`src/rtl/vpic_pkg.sv`:
```
// Constants, types and helpers of the vectored priority interrupt core
// Functional notes
// - A configuration bit selects call mode or type-byte mode for every vector.
// - Call mode: raise request, then three acks return opcode and address.
// - Call mode first ack drives the call opcode and resolves priority.
// - Second and third acks give a 16-bit address spaced 4 or 8 bytes from base.
// - Four-byte spacing: bits 0-4 from level, bits 5-15 from base.
// - Eight-byte spacing: bits 0-5 from level, bits 6-15 from base.
// - Call mode second ack drives the address low byte.
// - Type mode: raise request, then exactly two acks return one vector byte.
// - Type mode first ack only resolves priority; the data bus stays undriven.
// - Type mode second ack drives five programmed bits over three level bits.
// - After reset priority is fully nested, input 0 highest, input 7 lowest.
// - Software may pick any highest input; the others follow in circular order.
// - The first ack picks the highest pending request; the last ack sets its service flag.
// - A service flag stays set until a service done command clears it.
// - With flags in service only strictly higher requests raise the request line.
// - Edge inputs re-arm only after going low; level inputs keep requesting.
// - Request latches stay frozen during the acknowledge sequence until the last ack clears the served input.
// - A non-specific service done command clears the highest service flag.
package vpic_pkg;
  localparam logic [7:0] CALL_OPCODE = 8'hcd;
  localparam logic [7:0] OFS_CONFIG = 8'h00;
  localparam logic [7:0] OFS_BASE_LO = 8'h04;
  localparam logic [7:0] OFS_BASE_HI = 8'h08;
  localparam logic [7:0] OFS_TYPE_BASE = 8'h0c;
  localparam logic [7:0] OFS_TOP_PRIO = 8'h10;
  localparam logic [7:0] OFS_MASK = 8'h14;
  localparam logic [7:0] OFS_COMMAND = 8'h18;
  localparam logic [7:0] OFS_PENDING = 8'h1c;
  localparam logic [7:0] OFS_SERVICE = 8'h20;
  localparam logic [7:0] OFS_STATUS = 8'h24;
  localparam int CMD_DONE_BIT = 0;
  localparam int TYPE_LSB = 3;
  localparam logic [2:0] RST_TOP_PRIO = 3'h0;
  localparam logic [7:0] RST_MASK = 8'h00;
  localparam logic [7:0] RST_BASE = 8'h00;
  localparam logic [4:0] RST_TYPE_BASE = 5'h00;
  localparam logic [7:0] RST_ARM = 8'hff;
  localparam logic [2:0] SPURIOUS_LEVEL = 3'h7;

  // Bit 0 type mode, bit 1 eight-byte spacing, bit 2 level triggering
  typedef struct packed {
    logic level_trig;
    logic spacing8;
    logic type_mode;
  } vpic_cfg_t;

  localparam vpic_cfg_t RST_CFG = '{level_trig: 1'b0, spacing8: 1'b0, type_mode: 1'b0};

  typedef enum logic [1:0] {
    SEQ_IDLE = 2'b00,
    SEQ_SECOND = 2'b01,
    SEQ_THIRD = 2'b10
  } vpic_seq_t;

  // Distance from the top priority input; 0 is highest
  function automatic logic [2:0] vpic_rank(input logic [2:0] lvl, input logic [2:0] top);
    return lvl - top;
  endfunction : vpic_rank

  function automatic logic [7:0] vpic_onehot(input logic [2:0] lvl);
    return 8'h01 << lvl;
  endfunction : vpic_onehot
endpackage : vpic_pkg

```
`src/rtl/vpic_sync.sv`:
```
// Two-stage synchroniser for the request inputs
module vpic_sync (
  input wire logic sys_clk,
  input wire logic srst,
  input wire logic [7:0] async_in,
  output logic [7:0] sync_out
);
  logic [7:0] stage1;

  always_ff @(posedge sys_clk) begin
    if (srst) begin
      stage1 <= 8'h00;
      sync_out <= 8'h00;
    end else begin
      stage1 <= async_in;
      sync_out <= stage1;
    end
  end
endmodule : vpic_sync

```
`src/rtl/vpic_prio.sv`:
```
// Rotating priority resolver over eight flags
module vpic_prio (
  input wire logic [7:0] req,
  input wire logic [2:0] top,
  output logic found,
  output logic [2:0] level,
  output logic [2:0] rank
);
  logic [2:0] idx;

  // Scan from lowest to highest so the highest set flag wins
  always_comb begin
    found = 1'b0;
    level = top;
    rank = 3'h7;
    idx = top;
    for (int r = 7; r >= 0; r--) begin
      idx = top + 3'(r);
      if (req[idx]) begin
        found = 1'b1;
        level = idx;
        rank = 3'(r);
      end
    end
  end
endmodule : vpic_prio

```
`src/rtl/vpic_top.sv`:
```
// Vectored priority interrupt core with acknowledge sequencer and register port
module vpic_top (
  input wire logic sys_clk,
  input wire logic srst,
  input wire logic [7:0] request_input,
  input wire logic ack_pulse,
  input wire logic [7:0] reg_addr,
  input wire logic [7:0] reg_wdata,
  input wire logic reg_wr,
  input wire logic reg_rd,
  output logic [7:0] reg_rdata,
  output logic int_req,
  output logic [7:0] ack_data,
  output logic ack_data_oe
);
  vpic_pkg::vpic_cfg_t cfg;
  vpic_pkg::vpic_seq_t state;
  logic [7:0] base_lo;
  logic [7:0] base_hi;
  logic [4:0] type_base;
  logic [2:0] top_prio;
  logic [7:0] mask;
  logic [7:0] req_sync;
  logic [7:0] arm;
  logic [7:0] pending_flags;
  logic [7:0] service_flags;
  logic [7:0] masked;
  logic p_found;
  logic [2:0] p_level;
  logic [2:0] p_rank;
  logic s_found;
  logic [2:0] s_level;
  logic [2:0] s_rank;
  logic [2:0] ack_level;
  logic ack_found;
  logic busy;
  logic first_ack;
  logic last_ack;
  logic service_done_command;
  logic next_int;
  logic [7:0] set_vec;
  logic [7:0] clr_vec;
  logic [15:0] call_addr;
  logic [7:0] type_vector;

  vpic_sync u_sync (
    .sys_clk(sys_clk),
    .srst(srst),
    .async_in(request_input),
    .sync_out(req_sync)
  );

  vpic_prio u_pend_prio (
    .req(masked),
    .top(top_prio),
    .found(p_found),
    .level(p_level),
    .rank(p_rank)
  );

  vpic_prio u_serv_prio (
    .req(service_flags),
    .top(top_prio),
    .found(s_found),
    .level(s_level),
    .rank(s_rank)
  );

  assign masked = pending_flags & ~mask;
  assign first_ack = ack_pulse && (state == vpic_pkg::SEQ_IDLE);
  // Sequence length follows the mode: two acks in type mode, three in call mode
  assign last_ack = ack_pulse && ((state == vpic_pkg::SEQ_THIRD) ||
                    ((state == vpic_pkg::SEQ_SECOND) && cfg.type_mode));
  assign busy = (state != vpic_pkg::SEQ_IDLE) || ack_pulse;
  assign service_done_command = reg_wr && (reg_addr == vpic_pkg::OFS_COMMAND) &&
                                reg_wdata[vpic_pkg::CMD_DONE_BIT];

  // Register writes
  always_ff @(posedge sys_clk) begin
    if (srst) begin
      cfg <= vpic_pkg::RST_CFG;
      base_lo <= vpic_pkg::RST_BASE;
      base_hi <= vpic_pkg::RST_BASE;
      type_base <= vpic_pkg::RST_TYPE_BASE;
      top_prio <= vpic_pkg::RST_TOP_PRIO;
      mask <= vpic_pkg::RST_MASK;
    end else if (reg_wr) begin
      unique case (reg_addr)
        vpic_pkg::OFS_CONFIG: begin
          cfg <= vpic_pkg::vpic_cfg_t'(reg_wdata[2:0]);
        end
        vpic_pkg::OFS_BASE_LO: begin
          base_lo <= reg_wdata;
        end
        vpic_pkg::OFS_BASE_HI: begin
          base_hi <= reg_wdata;
        end
        vpic_pkg::OFS_TYPE_BASE: begin
          type_base <= reg_wdata[7:vpic_pkg::TYPE_LSB];
        end
        vpic_pkg::OFS_TOP_PRIO: begin
          top_prio <= reg_wdata[2:0];
        end
        vpic_pkg::OFS_MASK: begin
          mask <= reg_wdata;
        end
        default: begin
        end
      endcase
    end
  end

  // Request latches; edge sources that drop early are simply lost
  always_ff @(posedge sys_clk) begin
    if (srst) begin
      arm <= vpic_pkg::RST_ARM;
      pending_flags <= 8'h00;
    end else if (last_ack) begin
      arm <= arm & ~set_vec;
      pending_flags <= pending_flags & ~set_vec;
    end else if (!busy) begin
      arm <= arm | ~req_sync;
      pending_flags <= req_sync & (cfg.level_trig ? 8'hff : arm);
    end
  end

  // Acknowledge sequencer
  always_ff @(posedge sys_clk) begin
    if (srst) begin
      state <= vpic_pkg::SEQ_IDLE;
    end else if (ack_pulse) begin
      unique case (state)
        vpic_pkg::SEQ_IDLE: begin
          state <= vpic_pkg::SEQ_SECOND;
        end
        vpic_pkg::SEQ_SECOND: begin
          state <= cfg.type_mode ? vpic_pkg::SEQ_IDLE : vpic_pkg::SEQ_THIRD;
        end
        vpic_pkg::SEQ_THIRD: begin
          state <= vpic_pkg::SEQ_IDLE;
        end
        default: begin
          state <= vpic_pkg::SEQ_IDLE;
        end
      endcase
    end
  end

  // Priority is resolved once, at the first ack, and kept for the sequence
  always_ff @(posedge sys_clk) begin
    if (srst) begin
      ack_level <= vpic_pkg::SPURIOUS_LEVEL;
      ack_found <= 1'b0;
    end else if (first_ack) begin
      ack_level <= p_found ? p_level : vpic_pkg::SPURIOUS_LEVEL;
      ack_found <= p_found;
    end
  end

  // Vector formats
  always_comb begin
    if (cfg.spacing8) begin
      call_addr = {base_hi, base_lo[7:6], ack_level, 3'h0};
    end else begin
      call_addr = {base_hi, base_lo[7:5], ack_level, 2'h0};
    end
  end

  assign type_vector = {type_base, ack_level};

  // Data bus drive, one cycle after each ack except the first ack in type mode
  always_ff @(posedge sys_clk) begin
    if (srst) begin
      ack_data <= 8'h00;
      ack_data_oe <= 1'b0;
    end else if (ack_pulse) begin
      unique case (state)
        vpic_pkg::SEQ_IDLE: begin
          ack_data <= cfg.type_mode ? 8'h00 : vpic_pkg::CALL_OPCODE;
          ack_data_oe <= !cfg.type_mode;
        end
        vpic_pkg::SEQ_SECOND: begin
          ack_data <= cfg.type_mode ? type_vector : call_addr[7:0];
          ack_data_oe <= 1'b1;
        end
        vpic_pkg::SEQ_THIRD: begin
          ack_data <= call_addr[15:8];
          ack_data_oe <= 1'b1;
        end
        default: begin
          ack_data <= 8'h00;
          ack_data_oe <= 1'b0;
        end
      endcase
    end else begin
      ack_data_oe <= 1'b0;
    end
  end

  // Service flags; a set in the same cycle as a clear wins
  always_comb begin
    set_vec = (last_ack && ack_found) ? vpic_pkg::vpic_onehot(ack_level) : 8'h00;
    clr_vec = (service_done_command && s_found) ? vpic_pkg::vpic_onehot(s_level) : 8'h00;
  end

  always_ff @(posedge sys_clk) begin
    if (srst) begin
      service_flags <= 8'h00;
    end else begin
      service_flags <= (service_flags & ~clr_vec) | set_vec;
    end
  end

  // Request line drops during a sequence so the host sees no second request
  assign next_int = p_found && (!s_found || (p_rank < s_rank)) && !busy;

  always_ff @(posedge sys_clk) begin
    if (srst) begin
      int_req <= 1'b0;
    end else begin
      int_req <= next_int;
    end
  end

  // Register reads, data in the cycle after the strobe
  always_ff @(posedge sys_clk) begin
    if (srst) begin
      reg_rdata <= 8'h00;
    end else if (reg_rd) begin
      unique case (reg_addr)
        vpic_pkg::OFS_CONFIG: reg_rdata <= {5'h00, cfg};
        vpic_pkg::OFS_BASE_LO: reg_rdata <= base_lo;
        vpic_pkg::OFS_BASE_HI: reg_rdata <= base_hi;
        vpic_pkg::OFS_TYPE_BASE: reg_rdata <= {type_base, 3'h0};
        vpic_pkg::OFS_TOP_PRIO: reg_rdata <= {5'h00, top_prio};
        vpic_pkg::OFS_MASK: reg_rdata <= mask;
        vpic_pkg::OFS_PENDING: reg_rdata <= pending_flags;
        vpic_pkg::OFS_SERVICE: reg_rdata <= service_flags;
        vpic_pkg::OFS_STATUS: reg_rdata <= {5'h00, state, int_req};
        default: reg_rdata <= 8'h00;
      endcase
    end else begin
      reg_rdata <= 8'h00;
    end
  end

  chk_call_opcode: assert property (@(posedge sys_clk) disable iff (srst)
    first_ack && !cfg.type_mode |=> ack_data_oe && (ack_data == vpic_pkg::CALL_OPCODE))
    else $error("call opcode missing after first ack");

  chk_type_quiet: assert property (@(posedge sys_clk) disable iff (srst)
    first_ack && cfg.type_mode |=> !ack_data_oe)
    else $error("bus driven on first ack in type mode");

  chk_type_vector: assert property (@(posedge sys_clk) disable iff (srst)
    ack_pulse && (state == vpic_pkg::SEQ_SECOND) && cfg.type_mode
    |=> ack_data_oe && (ack_data == {$past(type_base), $past(ack_level)}))
    else $error("wrong type vector byte");

  chk_addr_low: assert property (@(posedge sys_clk) disable iff (srst)
    ack_pulse && (state == vpic_pkg::SEQ_SECOND) && !cfg.type_mode
    |=> ack_data_oe && (ack_data == $past(call_addr[7:0])))
    else $error("wrong address low byte");

  chk_addr_high: assert property (@(posedge sys_clk) disable iff (srst)
    ack_pulse && (state == vpic_pkg::SEQ_THIRD)
    |=> ack_data_oe && (ack_data == $past(base_hi)) && (state == vpic_pkg::SEQ_IDLE))
    else $error("wrong address high byte or sequence not ended");

  chk_spacing_low: assert property (@(posedge sys_clk) disable iff (srst)
    first_ack && p_found && !cfg.spacing8
    |=> (call_addr[4:0] == {$past(p_level), 2'h0}) && (call_addr[15:5] == {base_hi, base_lo[7:5]}))
    else $error("four-byte address layout wrong");

  chk_level_index: assert property (@(posedge sys_clk) disable iff (srst)
    first_ack && p_found |=> (ack_level == $past(p_level)) && masked[ack_level])
    else $error("acknowledged level is not a pending input");

  chk_latch_freeze: assert property (@(posedge sys_clk) disable iff (srst)
    (state != vpic_pkg::SEQ_IDLE) && !ack_pulse |=> $stable(pending_flags) && $stable(arm))
    else $error("request latches moved during acknowledge");

  chk_service_set: assert property (@(posedge sys_clk) disable iff (srst)
    last_ack && ack_found |=> service_flags[$past(ack_level)] && !pending_flags[$past(ack_level)])
    else $error("service flag not set at end of sequence");

  chk_nested_block: assert property (@(posedge sys_clk) disable iff (srst)
    s_found && !(p_found && (p_rank < s_rank)) |=> !int_req)
    else $error("request line raised by equal or lower priority");

  chk_done_clear: assert property (@(posedge sys_clk) disable iff (srst)
    service_done_command && s_found && !(last_ack && ack_found && (ack_level == s_level))
    |=> !service_flags[$past(s_level)])
    else $error("highest service flag not cleared");

  chk_service_hold: assert property (@(posedge sys_clk) disable iff (srst)
    !service_done_command |=> (service_flags & $past(service_flags)) == $past(service_flags))
    else $error("service flag dropped without command");
endmodule : vpic_top

```
`config.mk`:
```
export PLATFORM = sky130hd
export DESIGN_NAME = vpic_top
export DESIGN_NICKNAME = d
export VERILOG_FILES = /design/src/rtl/vpic_pkg.sv /design/src/rtl/vpic_sync.sv /design/src/rtl/vpic_prio.sv /design/src/rtl/vpic_top.sv
export SDC_FILE = /design/constraint.sdc
export NUM_CORES = 1
export LEC_CHECK = 0
export BUFFER_PORTS_ARGS = -buffer_cell sky130_fd_sc_hd__buf_2
export CAP_MARGIN = 20
export CORE_MARGIN = 8
export CORE_UTILIZATION = 32
export CTS_CLUSTER_DIAMETER = 200
export CTS_CLUSTER_SIZE = 30
export DETAILED_ROUTE_END_ITERATION = 7
export GPL_TIMING_DRIVEN = 0
export MAX_ROUTING_LAYER = met4
export SKIP_CTS_REPAIR_TIMING = 1
export SYNTH_ARGS = -nofsm -noshare
export SYNTH_HDL_FRONTEND = slang
export SYNTH_SLANG_ARGS = --single-unit
```
`constraint.sdc`:
```
create_clock -name sys_clk -period 4.4 [get_ports sys_clk]
set_clock_uncertainty 0.1 [all_clocks]
set_input_delay 0 -clock sys_clk [delete_from_list [all_inputs] [get_ports sys_clk]]
set_output_delay 0 -clock sys_clk [all_outputs]
set_load 0.005 [all_outputs]
```
# [Word level (Yosys, flattened, before mapping)]
# Cells that the tools add are included.
[classes] add_sub_neg=7 n_lt_le_gt_ge=9 n_eq_ne=12 n_shift=2 mux=94 bitwise_logic=13 n_reduce_logical=27
[op_table] op="$mux W3" count=25
[op_table] op="$mux W8" count=9
[op_table] op="$pmux W8 S9" count=1
[op_table] op="$bmux W1 S3" count=16
[op_table] op="$and A8 B8 Y8" count=5
[op_table] op="$mux W1" count=34
[op_table] op="$eq A8 B5 Y1 const B" count=4
[op_table] op="$lt A3 B4 Y1 const B" count=8
[op_table] op="$not A8 Y8" count=4
[op_table] op="$pmux W8 S3" count=1
[op_table] op="$eq A8 B4 Y1 const B" count=2
[op_table] op="$eq A8 B6 Y1 const B" count=2
[op_table] op="$or A8 B8 Y8" count=2
[op_table] op="$shl A1 B3 Y8 const A" count=2
[op_table] op="$add A3 B3 Y3 const B" count=4
[op_table] op="$reduce_and A2 Y1" count=6
[op_table] op="$mux W2" count=5
[op_table] op="$logic_and A1 B1 Y1" count=9
[op_table] op="$eq A8 B3 Y1 const B" count=1
[op_table] op="$logic_not A8 Y1" count=1
[op_table] op="$add A3 B2 Y3 const B" count=2
[op_table] op="$mux W6" count=1
[op_table] op="$reduce_or A2 Y1" count=3
[op_table] op="$pmux W2 S2" count=1
[op_table] op="other kinds (11)" count=16
[totals] ff_bits=99 inputBits=29 out_inout_bits=18 word_cells=184

# [Longest topological paths before layout]
[logic_depth] ltp_word=16 ltp_mapped=17 depth_no_buf=13

# [Hierarchy]
# A second synthesis with hierarchy kept.
[unflattened] cells_unflattened=720 hier_area_um2=6776.5
[by_module_without_submodules] module="vpic_top" n_inst=1 cells_per_inst=459 area_each_um2=4107.7 seq_area_each_um2=1661.6
[by_module_without_submodules] module="vpic_prio" n_inst=2 cells_per_inst=114 area_each_um2=1102.3 seq_area_each_um2=0.0
[by_module_without_submodules] module="vpic_sync" n_inst=1 cells_per_inst=33 area_each_um2=464.2 seq_area_each_um2=320.3

# [Worst setup path after synthesis]
# No wires, ideal clock.
[synth_path] path_kind="reg-to-reg" from="reg top_prio[1]" to="reg int_req" arrival_ps=3145 t_required_ps=4242 slack_ps=1097 path_stages_with_launch=15 path_buffers=3 period_less_slack_ps=3303 path_cell_list="dfxtp_1 > buf_4 > inv_1 > clkbuf_8 > ha_1 > buf_4 > xnor2_2 > mux4_2 > nor2b_1 > nor2b_1 > ha_1 > a21oi_1 > nand2_1 > a221oi_1 > o21a_1"
[synth_between] elab_chain_cells=15 word_cells_on_any_way=74 classes_between="add/sub (7); order compare (1); mux (62); reduce/logical (4)"
[synth_lines] element="start, declared" line_no="vpic_top.sv:21" rtl="logic [2:0] top_prio;"
[synth_lines] element="start signal, assigned" line_no="vpic_top.sv:85" rtl="top_prio <= vpic_pkg::RST_TOP_PRIO;"
[synth_lines] element="start signal, assigned" line_no="vpic_top.sv:102" rtl="top_prio <= reg_wdata[2:0];"
[synth_lines] element="parallel branches: the longest is 13 deep, another holds $add A3 B3 Y3"
[synth_lines] element="$logic_and A1 B1 Y1 (*) (2 in a row)" line_no="vpic_top.sv:215" rtl="assign next_int = p_found && (!s_found || (p_rank < s_rank)) && !busy;"
[synth_lines] element="end signal, assigned" line_no="vpic_top.sv:221" rtl="int_req <= next_int;"
[synth_lines] element="end, declared" line_no="vpic_top.sv:12" rtl="output logic int_req,"
# Mark *: on every way between the ends. The select of a mux whose other input is x is not followed.
# A chain may end at the register's enable or synchronous reset.

# [Final worst setup path]
[layout_path] from="reg top_prio[1]" to="reg ack_level[2]"
[layout_between] elab_chain_cells=12 word_cells_on_any_way=40 classes_between="add/sub (7); mux (33)"
[layout_lines] element="$add A3 B3 Y3" line_no="vpic_prio.sv:18" rtl="idx = top + 3'(r);"
[layout_lines] element="$bmux W1 S3" line_no="vpic_prio.sv:19" rtl="if (req[idx]) begin"
[layout_lines] element="$mux W1 (not written as such)" line_no="vpic_prio.sv:19"
[layout_lines] element="$mux W3 / $mux W1 (equally long branches) (8 in a row)" line_no="vpic_prio.sv:19"
[layout_lines] element="$mux W3 (*)" line_no="vpic_top.sv:155" rtl="ack_level <= p_found ? p_level : vpic_pkg::SPURIOUS_LEVEL;"
[layout_lines] element="end signal, assigned" line_no="vpic_top.sv:152" rtl="ack_level <= vpic_pkg::SPURIOUS_LEVEL;"
[layout_lines] element="end signal, assigned" line_no="vpic_top.sv:155"
[layout_lines] element="end, declared" line_no="vpic_top.sv:34" rtl="logic [2:0] ack_level;"
# Mark *: on every way between the ends. The rest lies on a longest branch, timed or not. The select of a mux whose other input is x is not followed.

==> impl_results.md <==
* Bufs on Longest Clock Path at 2
* Post-DP HPWL at 15.0 mm
* Clk_lat worst skew at 0.35 ns
* Crit start category: flop
* First-pass GRT wire length at 31.2 mm
* Global Route Usage Sum at 16.7%
* Die width at 156 µm
* Setup_tns at 0 ns
* Antenna Cells at 0
* Clock Sinks at 99
* Number of enable flip-flop cells after synthesis at 0
* First-pass DRT Iterations at 8
* Worst setup EP type: flop
* Final setup fails at 0
* Max Cap Viol at 0
* Post-Layout Cell Count at 1064
* PortBufs at 45
* Top-count cell post-synth: dfxtp_1
* CP startpoint: top_prio[1]$_SDFFE_PP0P_
* Multi-input gate area at 0.00394 mm²
* Worst-Margin Slew at 0.701 ns
* Syn Inst Count at 720
* Post-synth ARST share at 0%
* RSZ-0062 raised after global routing: no
* Via count at 5923
* # rows at 51
* Reg2reg path depth at 12
* Sequential element share of the synthesized area at 31.6%
* CTS buffer count at 9
* Fill cells at 1964
* Synth unique cells at 84
* Final Cycle Share at 89.5%
* Ys flop type: dfxtp_1
* Initial core utilization at 32.5%
* CTS root buf: clkbuf_16
* Crit Path Category: flop to flop
* Area grow syn2layout at 16.7%
* Critical path peak fanout at 10
* Initial antenna violation count at 0
* Final Hold Violating Endpoints at 0
* Most frequent cells after synthesis: dfxtp_1 (99), nand2_1 (80), a21oi_1 (75), nand3_1 (52), nor2_1 (50)
* Routed length per placed instance at 18.6 µm
* Peak VDD IR at 0.202 mV
* Final Max Tran Viols at 0
* YS warnings at 0
* Leakage dissipation at 0.00259 µW
* Remaining DRCs at 0
* CTS tree: built
* Grt ovf at 0
* Reg-to-Reg End: ack_level[2]$_SDFFE_PP1P_
* H-tree depth at 3
* Share of layout cells above drive strength 1 at 16.0%
* Reg2Reg Setup Slack at 0.46 ns
* Fmax at 0.254 GHz
* Chip height at 156 µm
* Initial DRC count at 690
* Worst R2R Start: top_prio[1]$_SDFFE_PP0P_
* WP data required at 4.53 ns
* FF+latch area at 0.00198 mm²
* Placed cells at 1030
* Worst Path Arrival at 4.07 ns
* Mapped Avg Cell Area at 8.72 µm²
* Largest net degree at the start of global routing at 18
* Synth Net Count at 757
* Synth area leader: dfxtp_1
* Synth area leaders: dfxtp_1 (32%), mux2i_1 (6.7%), mux4_2 (6.1%)
* Slew HR at 51.9%
* Routed Antenna Nets at 0
* GP Congestion at 0.915
* Status: completed
* Clock-pin slew on the worst setup and hold paths at 0.08 ns
* Vias in the first global route at 5503
* Nets at 831
* Yosys top cell area share at 31.6%
* Via density at 5.57
* Final wirelength at 19.8 mm
* Worst Setup EP: ack_level[2]$_SDFFE_PP1P_
* I/O Pins at 47
* Yosys reg bits at 99
* Final min period at 3.94 ns
* PwrDens at 267 mW/mm²
* Fin util at 37.9%
* Core Area at 0.0193 mm²
* Die Area at 0.0244 mm²
* Worst min path class: primary input to flop
* Post-Syn Area at 0.00628 mm²
==> cell usage in the layout, fill, tap and decap left out, types with 5 or more instances in the layout <==
cell type / Yosys / routed
dfxtp_1: 99 / 99
nand2_1: 80 / 80
a21oi_1: 75 / 75
nand3_1: 52 / 52
nor2_1: 50 / 50
buf_2: 3 / 48
mux2i_1: 42 / 42
nor2b_1: 40 / 40
clkbuf_1: 30 / 31
dlygate4sd3_1: 0 / 18
mux4_2: 17 / 17
o211ai_1: 16 / 16
o21ai_0: 15 / 15
nand2b_1: 14 / 14
a22oi_1: 9 / 9
clkbuf_16: 0 / 9
a211o_1: 8 / 8
a311oi_1: 8 / 8
ha_1: 8 / 8
inv_1: 7 / 7
clkbuf_8: 6 / 7
a31oi_1: 7 / 7
and2_1: 6 / 6
a22o_1: 6 / 6
buf_6: 5 / 5
o21a_1: 5 / 5
nor3_1: 5 / 5
mux2_2: 5 / 5
a222oi_1: 5 / 5
a221oi_1: 5 / 5
==> how the worst min path moves through the flow <==
stage | from | end | slack, ns | depth (start not counted)
6_report | reg_addr[7] | top_prio[1]$_SDFFE_PP0P_ | 0.14 | 5
5_1_grt | reg_addr[6] | top_prio[2]$_SDFFE_PP0P_ | 0.16 | 5
4_1_cts | request_input[5] | u_sync.stage1[5]$_SDFF_PP0_ | -0.25 | 2
3_5_place_dp | request_input[7] | u_sync.stage1[7]$_SDFF_PP0_ | 0.11 | 2
3_3_place_gp | request_input[7] | u_sync.stage1[7]$_SDFF_PP0_ | 0.11 | 2
2_1_floorplan | request_input[0] | u_sync.stage1[0]$_SDFF_PP0_ | 0.03 | 1
==> layer usage <==
metal | track usage [%] | vias to the layer above | wire length [µm]
met3 | 2.16 | 40 | 1320
met5 | - | - | 0
li1 | - | 2816 | -
met4 | 5.08 | 0 | 531
met2 | 25.7 | 261 | 8810
met1 | 22.3 | 2806 | 9140
==> cell type report <==
class	count	area share [%]
Clock buffer	11	3.31
Sequential cell	99	27.0
Tap cell	265	4.53
Buffer	52	4.42
Timing Repair Buffer	63	5.53
Multi-Input combinational cell	559	53.7
Clock inverter	5	0.939
Inverter	10	0.512
==> critical path, stage by stage, from the launching register on <==
cell	delay [ns]
dfxtp_1	0.46
buf_4	0.28
inv_1	0.11
clkbuf_8	0.19
ha_1	0.18
buf_4	0.17
xor2_2	0.44
mux4_1	0.70
nor3_1	0.21
and4b_1	0.41
nor3_2	0.14
o21a_1	0.13
a31oi_1	0.28
==> sequential cells by signal (all words and copies together) (netlist names), 3 cells and up <==
name,cells
reg_rdata,8
ack_level,3
base_hi,8
base_lo,8
cfg,3
ack_data,8
top_prio,3
u_sync.stage1,8
mask,8
service_flags,8
u_sync.sync_out,8
type_base,5
arm,8
pending_flags,8
==> power by group <==
group / internal [µW] / switching (µW) / total (µW) / leakage [µW]
Clock: 468 / 374 / 841 / 0.000150
Combinational: 76.2 / 111 / 187 / 0.00163
Sequential: 914 / 13.3 / 927 / 0.000804
==> cell families (layout without fill, tap and decap cells) <==
logic type / count (synthesis) / count (layout) / share of synthesized area [%]
xor+xnor: 6 / 6 / 1.55
flops: 99 / 99 / 31.6
compound gates: 197 / 197 / 21.7
buf+inv: 62 / 141 / 5.76
simple gates: 276 / 276 / 21.9
mux: 72 / 72 / 15.9
fa+ha+maj: 8 / 8 / 1.59
==> stage by stage <==
stage | instance area (µm²) | worst slack (ns) | hold WS [ns] | power (µW)
after global routing | 7330 | 0.251 | 0.165 | 2030
after CTS | 7150 | 0.534 | -0.250 | 1950
after floorplan | 6280 | 1.10 | 0.0282 | 1050
after global placement | 6840 | 0.572 | 0.109 | 1120
final | 7330 | 0.460 | 0.141 | 1960
after detailed placement | 6840 | 0.565 | 0.113 | 1120
No activity file was read; power rests on OpenSTA's default activity.
